**src/shared/lfs_pkg.sv**
```systemverilog
// Constants, field layout and codes for the indicator function select block
package lfs_pkg;

  // Register byte addresses
  localparam logic [7:0] CFG_OFFSET  = 8'h14;
  localparam logic [7:0] STAT_OFFSET = 8'h18;
  localparam int         ADDR_W      = 8;

  // Configuration register fields
  localparam int         SEL_W      = 4;
  localparam int         FIRST_LSB  = 12;
  localparam int         SECOND_LSB = 8;
  localparam logic [3:0] FIRST_RST  = 4'h0;
  localparam logic [3:0] SECOND_RST = 4'h4;

  // Status register fields
  localparam int STAT_FIRST_BIT  = 0;
  localparam int STAT_SECOND_BIT = 1;
  localparam int STAT_ACT_LSB    = 2;

  // Timing
  localparam longint unsigned CLK_HZ        = 25_000_000;
  localparam longint unsigned STRETCH_30_MS  = 30;
  localparam longint unsigned STRETCH_60_MS  = 60;
  localparam longint unsigned STRETCH_100_MS = 100;
  localparam longint unsigned BLINK_FAST_MS  = 50;
  localparam longint unsigned BLINK_SLOW_MS  = 250;
  localparam longint unsigned STRETCH_30_CYC  = STRETCH_30_MS * CLK_HZ / 1000;
  localparam longint unsigned STRETCH_60_CYC  = STRETCH_60_MS * CLK_HZ / 1000;
  localparam longint unsigned STRETCH_100_CYC = STRETCH_100_MS * CLK_HZ / 1000;
  localparam longint unsigned BLINK_FAST_CYC  = BLINK_FAST_MS * CLK_HZ / 1000;
  localparam longint unsigned BLINK_SLOW_CYC  = BLINK_SLOW_MS * CLK_HZ / 1000;
  localparam int              CNT_W           = 24;

  // Stretched event sources
  localparam int SRC_TX  = 0;
  localparam int SRC_RX  = 1;
  localparam int SRC_COL = 2;
  localparam int SRC_ACT = 3;
  localparam int NUM_SRC = 4;

  typedef enum logic [3:0] {
    SEL_SPEED    = 4'h0,
    SEL_TX       = 4'h1,
    SEL_RX       = 4'h2,
    SEL_COL      = 4'h3,
    SEL_LINK     = 4'h4,
    SEL_DUPLEX   = 4'h5,
    SEL_UNUSED6  = 4'h6,
    SEL_ACT      = 4'h7,
    SEL_ON       = 4'h8,
    SEL_OFF      = 4'h9,
    SEL_FAST     = 4'hA,
    SEL_SLOW     = 4'hB,
    SEL_LINK_RX  = 4'hC,
    SEL_LINK_ACT = 4'hD,
    SEL_DUP_COL  = 4'hE,
    SEL_UNUSEDF  = 4'hF
  } lfs_sel_t;

  typedef enum logic [1:0] {
    PER_30   = 2'h0,
    PER_60   = 2'h1,
    PER_100  = 2'h2,
    PER_RSVD = 2'h3
  } lfs_period_t;

endpackage

```
**src/core/lfs_top.sv**
```systemverilog
// Indicator function select with APB configuration register
//
// Decided for this implementation: register access over APB.
module lfs_top #(
  parameter int unsigned STRETCH_30_CYC  = int'(lfs_pkg::STRETCH_30_CYC),
  parameter int unsigned STRETCH_60_CYC  = int'(lfs_pkg::STRETCH_60_CYC),
  parameter int unsigned STRETCH_100_CYC = int'(lfs_pkg::STRETCH_100_CYC),
  parameter int unsigned BLINK_FAST_CYC  = int'(lfs_pkg::BLINK_FAST_CYC),
  parameter int unsigned BLINK_SLOW_CYC  = int'(lfs_pkg::BLINK_SLOW_CYC)
) (
  input  wire logic                       clk_i,
  input  wire logic                       rst_n_i,
  // APB slave
  input  wire logic                       psel_i,
  input  wire logic                       penable_i,
  input  wire logic                       pwrite_i,
  input  wire logic [lfs_pkg::ADDR_W-1:0] paddr_i,
  input  wire logic [31:0]                pwdata_i,
  input  wire logic [3:0]                 pstrb_i,
  output logic      [31:0]                prdata_o,
  output logic                            pready_o,
  output logic                            pslverr_o,
  // Stretch control from the neighbouring fields
  input  wire logic [1:0]                 stretch_period_select_i,
  input  wire logic                       stretch_en_i,
  // Port status, same clock domain
  input  wire logic                       speed_i,
  input  wire logic                       tx_i,
  input  wire logic                       rx_i,
  input  wire logic                       col_i,
  input  wire logic                       link_i,
  input  wire logic                       duplex_i,
  // Indicator drives, high lights the lamp
  output logic                            first_indicator_o,
  output logic                            second_indicator_o
);

  localparam int CW = lfs_pkg::CNT_W;

  lfs_pkg::lfs_sel_t first_sel_reg;
  lfs_pkg::lfs_sel_t second_sel_reg;
  logic [31:0]       prdata_reg;
  logic [1:0]        led_reg;
  logic [1:0]        led_next;
  logic [CW-1:0]     hold_cyc;
  logic [lfs_pkg::NUM_SRC-1:0] evt;
  logic [lfs_pkg::NUM_SRC-1:0] str;
  logic [lfs_pkg::NUM_SRC-1:0] shown;
  logic              blink_fast;
  logic              blink_slow;
  logic              setup;
  logic              access;
  logic              hit_cfg;
  logic              hit_stat;
  logic              cfg_wr;

  // APB decode
  assign setup    = psel_i & ~penable_i;
  assign access   = psel_i & penable_i;
  assign hit_cfg  = paddr_i == lfs_pkg::CFG_OFFSET;
  assign hit_stat = paddr_i == lfs_pkg::STAT_OFFSET;
  assign cfg_wr   = access & pwrite_i & hit_cfg & pstrb_i[1];

  assign pready_o  = 1'b1;
  assign pslverr_o = access & ~(hit_cfg | hit_stat);
  assign prdata_o  = prdata_reg;

  // Select fields, written through byte lane 1
  always_ff @(posedge clk_i or negedge rst_n_i) begin
    if (!rst_n_i) begin
      first_sel_reg  <= lfs_pkg::lfs_sel_t'(lfs_pkg::FIRST_RST);
      second_sel_reg <= lfs_pkg::lfs_sel_t'(lfs_pkg::SECOND_RST);
    end else if (cfg_wr) begin
      first_sel_reg  <= lfs_pkg::lfs_sel_t'(pwdata_i[lfs_pkg::FIRST_LSB +: lfs_pkg::SEL_W]);
      second_sel_reg <= lfs_pkg::lfs_sel_t'(pwdata_i[lfs_pkg::SECOND_LSB +: lfs_pkg::SEL_W]);
    end
  end

  // Read data captured in the setup cycle
  always_ff @(posedge clk_i or negedge rst_n_i) begin
    if (!rst_n_i) begin
      prdata_reg <= 32'h0000_0000;
    end else if (setup) begin
      prdata_reg <= 32'h0000_0000;
      if (hit_cfg) begin
        prdata_reg[lfs_pkg::FIRST_LSB +: lfs_pkg::SEL_W]  <= first_sel_reg;
        prdata_reg[lfs_pkg::SECOND_LSB +: lfs_pkg::SEL_W] <= second_sel_reg;
      end else if (hit_stat) begin
        prdata_reg[lfs_pkg::STAT_FIRST_BIT]  <= led_reg[0];
        prdata_reg[lfs_pkg::STAT_SECOND_BIT] <= led_reg[1];
        prdata_reg[lfs_pkg::STAT_ACT_LSB +: lfs_pkg::NUM_SRC] <= str;
      end
    end
  end

  // Stretch period; reserved code falls back to the shortest
  always_comb begin
    unique case (lfs_pkg::lfs_period_t'(stretch_period_select_i))
      lfs_pkg::PER_60:  hold_cyc = CW'(STRETCH_60_CYC);
      lfs_pkg::PER_100: hold_cyc = CW'(STRETCH_100_CYC);
      default:          hold_cyc = CW'(STRETCH_30_CYC);
    endcase
  end

  assign evt[lfs_pkg::SRC_TX]  = tx_i;
  assign evt[lfs_pkg::SRC_RX]  = rx_i;
  assign evt[lfs_pkg::SRC_COL] = col_i;
  assign evt[lfs_pkg::SRC_ACT] = tx_i | rx_i;

  // One stretcher per event source
  for (genvar g = 0; g < lfs_pkg::NUM_SRC; g++) begin : g_src
    lfs_stretch #(
      .CW (CW)
    ) u_stretch (
      .clk_i      (clk_i),
      .rst_n_i    (rst_n_i),
      .event_i    (evt[g]),
      .hold_cyc_i (hold_cyc),
      .active_o   (str[g])
    );
    // Single sources stretch only when enabled
    assign shown[g] = stretch_en_i ? str[g] : evt[g];
  end

  lfs_blink #(
    .CW       (CW),
    .HALF_CYC (BLINK_FAST_CYC)
  ) u_fast (
    .clk_i   (clk_i),
    .rst_n_i (rst_n_i),
    .blink_o (blink_fast)
  );

  lfs_blink #(
    .CW       (CW),
    .HALF_CYC (BLINK_SLOW_CYC)
  ) u_slow (
    .clk_i   (clk_i),
    .rst_n_i (rst_n_i),
    .blink_o (blink_slow)
  );

  // Source selection for one indicator
  function automatic logic pick(
    input lfs_pkg::lfs_sel_t           sel,
    input logic [lfs_pkg::NUM_SRC-1:0] sh,
    input logic [lfs_pkg::NUM_SRC-1:0] st,
    input logic                        spd,
    input logic                        lnk,
    input logic                        dup,
    input logic                        fast,
    input logic                        slow
  );
    logic r;
    r = 1'b0;
    unique case (sel)
      lfs_pkg::SEL_SPEED:    r = spd;
      lfs_pkg::SEL_TX:       r = sh[lfs_pkg::SRC_TX];
      lfs_pkg::SEL_RX:       r = sh[lfs_pkg::SRC_RX];
      lfs_pkg::SEL_COL:      r = sh[lfs_pkg::SRC_COL];
      lfs_pkg::SEL_LINK:     r = lnk;
      lfs_pkg::SEL_DUPLEX:   r = dup;
      lfs_pkg::SEL_ACT:      r = sh[lfs_pkg::SRC_ACT];
      lfs_pkg::SEL_ON:       r = 1'b1;
      lfs_pkg::SEL_OFF:      r = 1'b0;
      lfs_pkg::SEL_FAST:     r = fast;
      lfs_pkg::SEL_SLOW:     r = slow;
      lfs_pkg::SEL_LINK_RX:  r = lnk & ~(st[lfs_pkg::SRC_RX] & fast);
      lfs_pkg::SEL_LINK_ACT: r = st[lfs_pkg::SRC_ACT] ? fast : lnk;
      lfs_pkg::SEL_DUP_COL:  r = st[lfs_pkg::SRC_COL] ? fast : dup;
      default:               r = 1'b0;
    endcase
    return r;
  endfunction

  always_comb begin
    led_next[0] = pick(first_sel_reg, shown, str, speed_i, link_i, duplex_i, blink_fast, blink_slow);
    led_next[1] = pick(second_sel_reg, shown, str, speed_i, link_i, duplex_i, blink_fast, blink_slow);
  end

  always_ff @(posedge clk_i or negedge rst_n_i) begin
    if (!rst_n_i) begin
      led_reg <= 2'h0;
    end else begin
      led_reg <= led_next;
    end
  end

  assign first_indicator_o  = led_reg[0];
  assign second_indicator_o = led_reg[1];

  // Checks
  a_first_reset: assert property (@(posedge clk_i) disable iff (!rst_n_i)
    $past(!rst_n_i) |-> first_sel_reg == lfs_pkg::SEL_SPEED)
    else $error("first select not speed after reset");

  a_second_reset: assert property (@(posedge clk_i) disable iff (!rst_n_i)
    $past(!rst_n_i) |-> second_sel_reg == lfs_pkg::SEL_LINK)
    else $error("second select not link after reset");

  a_cfg_write: assert property (@(posedge clk_i) disable iff (!rst_n_i)
    cfg_wr |=> first_sel_reg == $past(pwdata_i[15:12]) && second_sel_reg == $past(pwdata_i[11:8]))
    else $error("select write lost");

  a_tx_stretch: assert property (@(posedge clk_i) disable iff (!rst_n_i)
    (first_sel_reg == lfs_pkg::SEL_TX && stretch_en_i && tx_i) ##1
    (first_sel_reg == lfs_pkg::SEL_TX && stretch_en_i && !tx_i) |=> first_indicator_o)
    else $error("transmit event not stretched");

  a_col_raw: assert property (@(posedge clk_i) disable iff (!rst_n_i)
    (first_sel_reg == lfs_pkg::SEL_COL && !stretch_en_i) |=> first_indicator_o == $past(col_i))
    else $error("collision not shown raw");

  a_duplex_show: assert property (@(posedge clk_i) disable iff (!rst_n_i)
    second_sel_reg == lfs_pkg::SEL_DUPLEX |=> second_indicator_o == $past(duplex_i))
    else $error("duplex not shown");

  a_test_on: assert property (@(posedge clk_i) disable iff (!rst_n_i)
    first_sel_reg == lfs_pkg::SEL_ON [*2] |-> first_indicator_o)
    else $error("forced on not lit");

  a_test_off: assert property (@(posedge clk_i) disable iff (!rst_n_i)
    second_sel_reg == lfs_pkg::SEL_OFF [*2] |-> !second_indicator_o)
    else $error("forced off lit");

  a_link_rx: assert property (@(posedge clk_i) disable iff (!rst_n_i)
    (first_sel_reg == lfs_pkg::SEL_LINK_RX && link_i && !str[lfs_pkg::SRC_RX]) |=> first_indicator_o)
    else $error("link up not solid");

  a_act_nolink: assert property (@(posedge clk_i) disable iff (!rst_n_i)
    (first_sel_reg == lfs_pkg::SEL_LINK_ACT && str[lfs_pkg::SRC_ACT]) |=> first_indicator_o == $past(blink_fast))
    else $error("activity not blinking");

  a_dup_col: assert property (@(posedge clk_i) disable iff (!rst_n_i)
    (second_sel_reg == lfs_pkg::SEL_DUP_COL && !str[lfs_pkg::SRC_COL]) |=> second_indicator_o == $past(duplex_i))
    else $error("duplex not solid");

  a_comb_stretch: assert property (@(posedge clk_i) disable iff (!rst_n_i)
    (!stretch_en_i && col_i) ##1 !col_i |-> str[lfs_pkg::SRC_COL])
    else $error("combined source not stretched");

  a_unused_off: assert property (@(posedge clk_i) disable iff (!rst_n_i)
    (second_sel_reg == lfs_pkg::SEL_UNUSED6 || second_sel_reg == lfs_pkg::SEL_UNUSEDF) |=> !second_indicator_o)
    else $error("unused code lit");

  a_unmapped_err: assert property (@(posedge clk_i) disable iff (!rst_n_i)
    (access && !hit_cfg && !hit_stat) |-> pslverr_o && pready_o)
    else $error("unmapped access not flagged");

  c_tx_stretch: cover property (@(posedge clk_i) disable iff (!rst_n_i)
    first_sel_reg == lfs_pkg::SEL_TX && tx_i ##1 !tx_i && first_indicator_o);

  c_link_act: cover property (@(posedge clk_i) disable iff (!rst_n_i)
    first_sel_reg == lfs_pkg::SEL_LINK_ACT && str[lfs_pkg::SRC_ACT] && !link_i);

  c_cfg_write: cover property (@(posedge clk_i) disable iff (!rst_n_i) cfg_wr);

  c_stat_read: cover property (@(posedge clk_i) disable iff (!rst_n_i) access && !pwrite_i && hit_stat);

endmodule

```
**src/core/lfs_stretch.sv**
```systemverilog
// Pulse stretcher holding an event for a loadable number of cycles
module lfs_stretch #(
  parameter int CW = 24
) (
  input  wire logic          clk_i,
  input  wire logic          rst_n_i,
  input  wire logic          event_i,
  input  wire logic [CW-1:0] hold_cyc_i,
  output logic               active_o
);

  logic [CW-1:0] cnt_reg;

  // Reload while the event lasts, then count down
  always_ff @(posedge clk_i or negedge rst_n_i) begin
    if (!rst_n_i) begin
      cnt_reg <= '0;
    end else if (event_i) begin
      cnt_reg <= hold_cyc_i;
    end else if (cnt_reg != '0) begin
      cnt_reg <= cnt_reg - 1'b1;
    end
  end

  assign active_o = event_i | (cnt_reg != '0);

  a_hold_load: assert property (@(posedge clk_i) disable iff (!rst_n_i)
    event_i |=> cnt_reg == $past(hold_cyc_i))
    else $error("stretch count not loaded");

  a_hold_count: assert property (@(posedge clk_i) disable iff (!rst_n_i)
    (!event_i && cnt_reg > 1) |=> active_o && cnt_reg == $past(cnt_reg) - 1'b1)
    else $error("stretch count did not step down");

endmodule

```
**src/core/lfs_blink.sv**
```systemverilog
// Free running square wave for the blink patterns
module lfs_blink #(
  parameter int          CW       = 24,
  parameter int unsigned HALF_CYC = 1250000
) (
  input  wire logic clk_i,
  input  wire logic rst_n_i,
  output logic      blink_o
);

  localparam logic [CW-1:0] LAST = CW'(HALF_CYC - 1);

  logic [CW-1:0] cnt_reg;
  logic          blink_reg;

  always_ff @(posedge clk_i or negedge rst_n_i) begin
    if (!rst_n_i) begin
      cnt_reg   <= '0;
      blink_reg <= 1'b0;
    end else if (cnt_reg >= LAST) begin
      cnt_reg   <= '0;
      blink_reg <= ~blink_reg;
    end else begin
      cnt_reg <= cnt_reg + 1'b1;
    end
  end

  assign blink_o = blink_reg;

endmodule

```
**config.mk**
```make
export PLATFORM = sky130hd
export DESIGN_NAME = lfs_top
export DESIGN_NICKNAME = d
export VERILOG_FILES = /design/src/shared/lfs_pkg.sv /design/src/core/lfs_top.sv /design/src/core/lfs_stretch.sv /design/src/core/lfs_blink.sv
export SDC_FILE = /design/constraint.sdc
export NUM_CORES = 1
export LEC_CHECK = 0
export BUFFER_PORTS_ARGS = -buffer_cell sky130_fd_sc_hd__buf_2
export CORE_ASPECT_RATIO = 1.5
export CORE_UTILIZATION = 55
export CTS_CLUSTER_DIAMETER = 150
export DETAILED_ROUTE_END_ITERATION = 6
export PLACE_DENSITY = 0.85
export SLEW_MARGIN = 20
export SYNTH_ARGS = -nofsm -noshare
export SYNTH_HDL_FRONTEND = slang
export SYNTH_SLANG_ARGS = --single-unit
```
**constraint.sdc**
```tcl
create_clock -name clk_i -period 3.2 [get_ports clk_i]
set_input_delay 0.16 -clock clk_i [delete_from_list [all_inputs] [get_ports clk_i]]
set_output_delay 0.16 -clock clk_i [all_outputs]
set_load 0.05 [all_outputs]
```
[Yosys cells after proc, flatten, opt, wreduce, memory -nomap -nowiden]
Cells that the tools add are included.
Storage, ports and cells
  output and inout port bits: 36
  word-level logic and storage cells: 99
  register bits after elaboration: 170
Operators by class
  multiplexer cells: 22
  equality and inequality tests: 28
  reduce and logical (&&, ||, !) cells: 10
  $add $sub $neg: 6
  $lt $le $gt $ge: 2
  bitwise logic cells: 19
Operators by type and width (count)
  24-bit two-way mux: 10
  24-bit nonzero test: 4
  24-bit by 1-bit subtractor with 24-bit output, second input constant: 4
  24-bit by 1-bit adder with 24-bit output, second input constant: 2
  4-bit equality test, second input constant: 12
  22-bit case mux with 2 select lines: 1
  1-bit case mux with 13 select lines: 2
  4-bit by 3-bit equality test with 1-bit output, second input constant: 6
  24-bit by 21-bit >= comparator with 1-bit output, second input constant: 1
  24-bit by 23-bit >= comparator with 1-bit output, second input constant: 1
  4-bit by 2-bit equality test with 1-bit output, second input constant: 4
  8-bit by 5-bit equality test with 1-bit output, second input constant: 2
  6-bit two-way mux: 2
  1-bit bitwise AND: 8
  4-bit by 1-bit equality test with 1-bit output, second input constant: 2
  4-bit zero test: 2
  8-bit two-way mux: 1
  2-bit nonzero test: 4
  1-bit two-way mux: 6
  1-bit OR: 6
  1-bit NOT: 5
  2-bit by 1-bit equality test with 1-bit output, second input constant: 1
  2-bit equality test, second input constant: 1

[Depth between registers and ports, before layout]
  word-level depth: 6
  gate-level depth with buffers: 10
  gate-level depth less buffers: 8

[Modules after synthesis]
Synthesis repeated with hierarchy kept, for this count alone.
Second synthesis, totals
  cell total of the unflattened synthesis: 1110
  area, all modules: 9955.8 sq um
Modules (own cells, without submodules)
  lfs_stretch: cells each 179, times used 4, area an instance 1477.7 sq um
  lfs_top: cells each 142, times used 1, area an instance 1521.5 sq um
  lfs_blink (u_fast): cells each 129, times used 1, area an instance 1295.0 sq um
  lfs_blink (u_slow): cells each 123, times used 1, area an instance 1228.7 sq um

[Least setup slack after synthesis]
OpenSTA, ideal clock, no wires.
  kind: reg-to-reg
  from: register g_src[2].u_stretch.cnt_reg[0]
  to: register led_reg[0]
  library setup time: 0.133 ns
  arrival time: 2.441 ns
  cell stages (with the launch flop): 10
  slack: 0.626 ns
  clock period less this slack: 2.574 ns
  path through: dfrtp_1 > inv_1 > ha_1 > or4b_1 > or4_1 > or3_4 > buf_6 > a21o_1 > a211oi_2 > nand4_1
Between the ends
  longest elaborated chain between the ends: 4
  elaborated cells on any way between the ends: 5
  those cells by class: mux (3); bitwise (1); reduce/logical (1)
Ends and longest elaborated chain
  start: declaration: line lfs_stretch.sv:12  | logic [CW-1:0] cnt_reg;
  start signal: assignment: line lfs_stretch.sv:19  | cnt_reg <= hold_cyc_i;
  start signal: assignment: line lfs_stretch.sv:21  | cnt_reg <= cnt_reg - 1'b1;
  24-bit nonzero test (*): line lfs_stretch.sv:25  | assign active_o = event_i | (cnt_reg != '0);
  1-bit OR (*): line lfs_stretch.sv:25
  1-bit two-way mux (on tied branches): line lfs_top.sv:170, lfs_top.sv:122
  1-bit case mux with 13 select lines (*): line lfs_top.sv:156  | unique case (sel)
  net led_next[0]: line lfs_top.sv:44  | logic [1:0] led_next;
  end signal: assignment: line lfs_top.sv:185  | led_reg <= led_next;
  end: declaration: line lfs_top.sv:43  | logic [1:0] led_reg;
The timed path passes the listed nets; every way through them passes the cells marked *.
A chain may end at the register's enable or synchronous reset.

[Worst setup path in the final report]
  from: register g_src[2].u_stretch.cnt_reg[0]
  to: register g_src[2].u_stretch.cnt_reg[13]
Between the ends
  longest elaborated chain between the ends: 3
  elaborated cells on any way between the ends: 5
  those cells by class: add/sub (1); mux (2); reduce/logical (2)
Ends and longest elaborated chain
  24-bit by 1-bit subtractor with 24-bit output: line lfs_stretch.sv:21
  24-bit two-way mux: line lfs_stretch.sv:20  | end else if (cnt_reg != '0) begin
  24-bit two-way mux: line lfs_stretch.sv:18  | end else if (event_i) begin
Several ways; a longest one is shown, not always the timed one. The select of a mux whose other input is x is not followed.

==> results.json <==
{
  "port_buffers": 47,
  "ctsHoldBuffers": 9,
  "cp_max_fo": 11,
  "hp-class": "in2reg",
  "numCtsBuffers": 17,
  "grt_pass1_wl_mm": 33.3,
  "grt_overflow": 0,
  "synthesis.instances": 949,
  "fmax_ghz": 0.356,
  "worst_pin_slew_ps": 810,
  "setup-violations-final": 0,
  "num_io_pins": 94,
  "fin_nets": 1072,
  "ys.flop_type": "dfrtp_1",
  "slew_violations": 0,
  "synth_area_sq_um": 8980,
  "r2r_cells": 8,
  "largest_register_ff_count": 96,
  "root_buffer": "clkbuf_16",
  "synth_async_sr_flop_share_pct": 100,
  "worst_r2r_startpoint": "g_src[2].u_stretch.cnt_reg[0]",
  "dr_total_vias": 7021,
  "drt_pre_antenna_iters": 5,
  "area_delta_synth_final_pct": 12.0,
  "drtAntennaViolNets": 0,
  "share_seq_of_total_power_pct": 48.2,
  "ys_types": 63,
  "ys_ff_latch": 170,
  "drt_iter0_drc": 528,
  "wl_per_cell_microns": 16.2,
  "finalCritPeriodShare_pct": 87.7,
  "critPathLaunchType": "register",
  "min_to": "prdata_o[2]",
  "cellLeakagePower_nw": 4.19,
  "p_int_mw": 3.61,
  "dp_hpwl_mm": 13.4,
  "clock-sinks": 170,
  "gp_congestion": 0.843,
  "hold_path_startpoint": "paddr_i[2]",
  "yosysWarnings": 0,
  "grt_antenna_before_repair": 0,
  "powerDensity_nw_per_um2": 503,
  "synth_edf_count": 0,
  "fp.dieH_microns": 158,
  "period_minus_slack_ps": 2810,
  "grt_pass1_vias": 7106,
  "rows": 56,
  "r2r-end": "g_src[2].u_stretch.cnt_reg[13]",
  "htree_levels": 4,
  "worstSetupPathType": "reg2reg",
  "clock_latency_ps": 440,
  "grt_use_total_pct": 25.0,
  "maxCapViolations": 0,
  "die_area_sq_um": 16800,
  "insertedDiodeCount": 0,
  "combPwrFrac_pct": 11.6,
  "crit_arrival_ps": 3120,
  "grt_max_degree": 75,
  "final_layout_size_suffix_gt1_share_pct": 12.7,
  "slew_headroom_pct": 46.0,
  "clkSlewWorstSetupHoldPaths_ps": 70,
  "drc": 0,
  "critPathRequiredTime_ps": 3510,
  "clock_path_buffers": 2,
  "fin_skew_ps": 6.93,
  "hold_slack_ps": 53.8,
  "hold_depth": 3,
  "grt_setup_unrepaired": "false",
  "ctsResizeCount": 0,
  "cts_tree": "yes",
  "worst-r2r-setup-slack_ps": 390,
  "initial_core_util_pct": 56.9,
  "crit_path_end_kind": "register",
  "vias_per_cell": 5.77,
  "p_clk_share_pct": 40.2,
  "power.share.switching_pct": 28.5,
  "finish.utilization_pct": 63.8,
  "status": "complete, no violations",
  "synth-seq-area-share_pct": 47.4,
  "ir_drop_uv": 351,
  "tns_ps": 0,
  "routed_wl_mm": 19.7,
  "postCtsSetupBuffers": 0,
  "core_area_sq_um": 15800,
  "syn_avg_cell_area_sq_um": 9.46,
  "switching_power_mw": 1.44,
  "finalHoldViolations": 0,
  "die_w_microns": 106
}
[how the worst max path moves through the flow]
stage	from	end	slack, ps	cells past startpoint
after floorplan	g_src[2].u_stretch.cnt_reg[0]	led_reg[0]	630	9
after global placement	g_src[2].u_stretch.cnt_reg[0]	g_src[2].u_stretch.cnt_reg[13]	430	8
after detailed placement	g_src[2].u_stretch.cnt_reg[0]	g_src[2].u_stretch.cnt_reg[13]	390	8
after CTS	g_src[2].u_stretch.cnt_reg[0]	g_src[2].u_stretch.cnt_reg[13]	390	8
after global routing	g_src[2].u_stretch.cnt_reg[0]	g_src[2].u_stretch.cnt_reg[13]	290	8
final	g_src[2].u_stretch.cnt_reg[0]	g_src[2].u_stretch.cnt_reg[13]	390	8
[stage by stage]
stage / power [mW] / area, sq um / std cells / setup WS (ps)
final: 5.05 / 10100 / 1216 / 392
after global routing: 5.26 / 10100 / 1216 / 287
after CTS: 5.08 / 10100 / 1216 / 386
after detailed placement: 3.04 / 9380 / 1175 / 391
after global placement: 3.01 / 9380 / 1175 / 430
after floorplan: 2.86 / 9050 / 970 / 626
[layer usage]
metal  share of wire (%)  vias to the layer above  routed length (microns)  GRT usage, %
met5                   0                        -                        0             0
met4                 2.5                        0                      497          9.66
met3                 4.7                       42                      928          5.85
met2                  53                      201                    10500          45.1
met1                  39                     3403                     7780          28.6
li1                    -                     3375                        -             -
[final cells by class]
class                      count  area, sq um
fill                        1262         5710
clock buffer                  17          425
sequential                   170         4260
tap                          203          254
clock inverter                15          158
multi-input combinational    727         4450
inverter                      15         56.3
timing repair buffer          69          454
[power groups by stage]
| stage | combinational [mW] | clock [mW] | sequential (mW) |
|---|---|---|---|
| 2_1_floorplan | 0.428 | 0 | 2.44 |
| 3_3_place_gp | 0.550 | 0 | 2.46 |
| 3_5_place_dp | 0.570 | 0 | 2.47 |
| 4_1_cts | 0.585 | 2.07 | 2.43 |
| 5_1_grt | 0.647 | 2.16 | 2.45 |
| 6_report | 0.585 | 2.03 | 2.44 |
[Yosys cell counts (all sizes together), types with 7 or more instances]
master,count,area (sq um)
dfrtp,169,4230
nor2,134,503
nand2,86,323
xnor2,65,569
xor2,52,455
o21ai,49,245
nor3,40,205
nand3,33,165
clkbuf,31,116
buf,27,185
nor4,25,156
a21oi,21,105
or3,19,125
or4,19,159
inv,15,56.3
nand4,15,93.8
ha,14,175
mux2,14,158
a211oi,11,87.6
and3,11,68.8
nand2b,8,50.1
nor4b,8,70.1
and4,7,61.3
mux2i,7,70.1
or2,7,43.8
[worst max-delay path, cell delays in order, from the launching register on]
cell and delay [ps]:
dfrtp_1 390, inv_1 120, ha_1 150, or4b_1 420, or4_1 470, or3_4 500
nand2_1 140, nor3_1 50, or3b_2 440
[layout by cell type (no fill, tap or decap), types with 14 or more instances in the layout]
cell type,Yosys,routed
or4_1,14,14
a21oi_1,21,21
o21ai_0,49,49
nor4_1,25,24
nor3_1,39,38
clkbuf_16,0,17
or3_1,17,17
nor2_1,134,134
dfrtp_1,169,169
xor2_1,52,52
nand4_1,15,15
ha_1,14,14
xnor2_1,65,65
conb_1,2,23
nand3_1,33,33
mux2_2,14,14
nand2_1,86,86
buf_2,4,46
inv_1,14,14
[cells by family (layout without fill, tap and decap cells)]
family / Yosys count / in the layout / synth area share (%)
AOI/OAI and AO/OA: 113 / 113 / 7.68
adders and majority gates: 14 / 14 / 1.95
and+or+nand+nor: 439 / 439 / 24.9
muxes: 21 / 21 / 2.54
other: 2 / 23 / 0.0837
xor gates and xnor gates: 117 / 117 / 11.4
buffers and inverters: 73 / 116 / 3.99
DFF: 170 / 170 / 47.4
No activity file was read; power rests on OpenSTA's default activity.
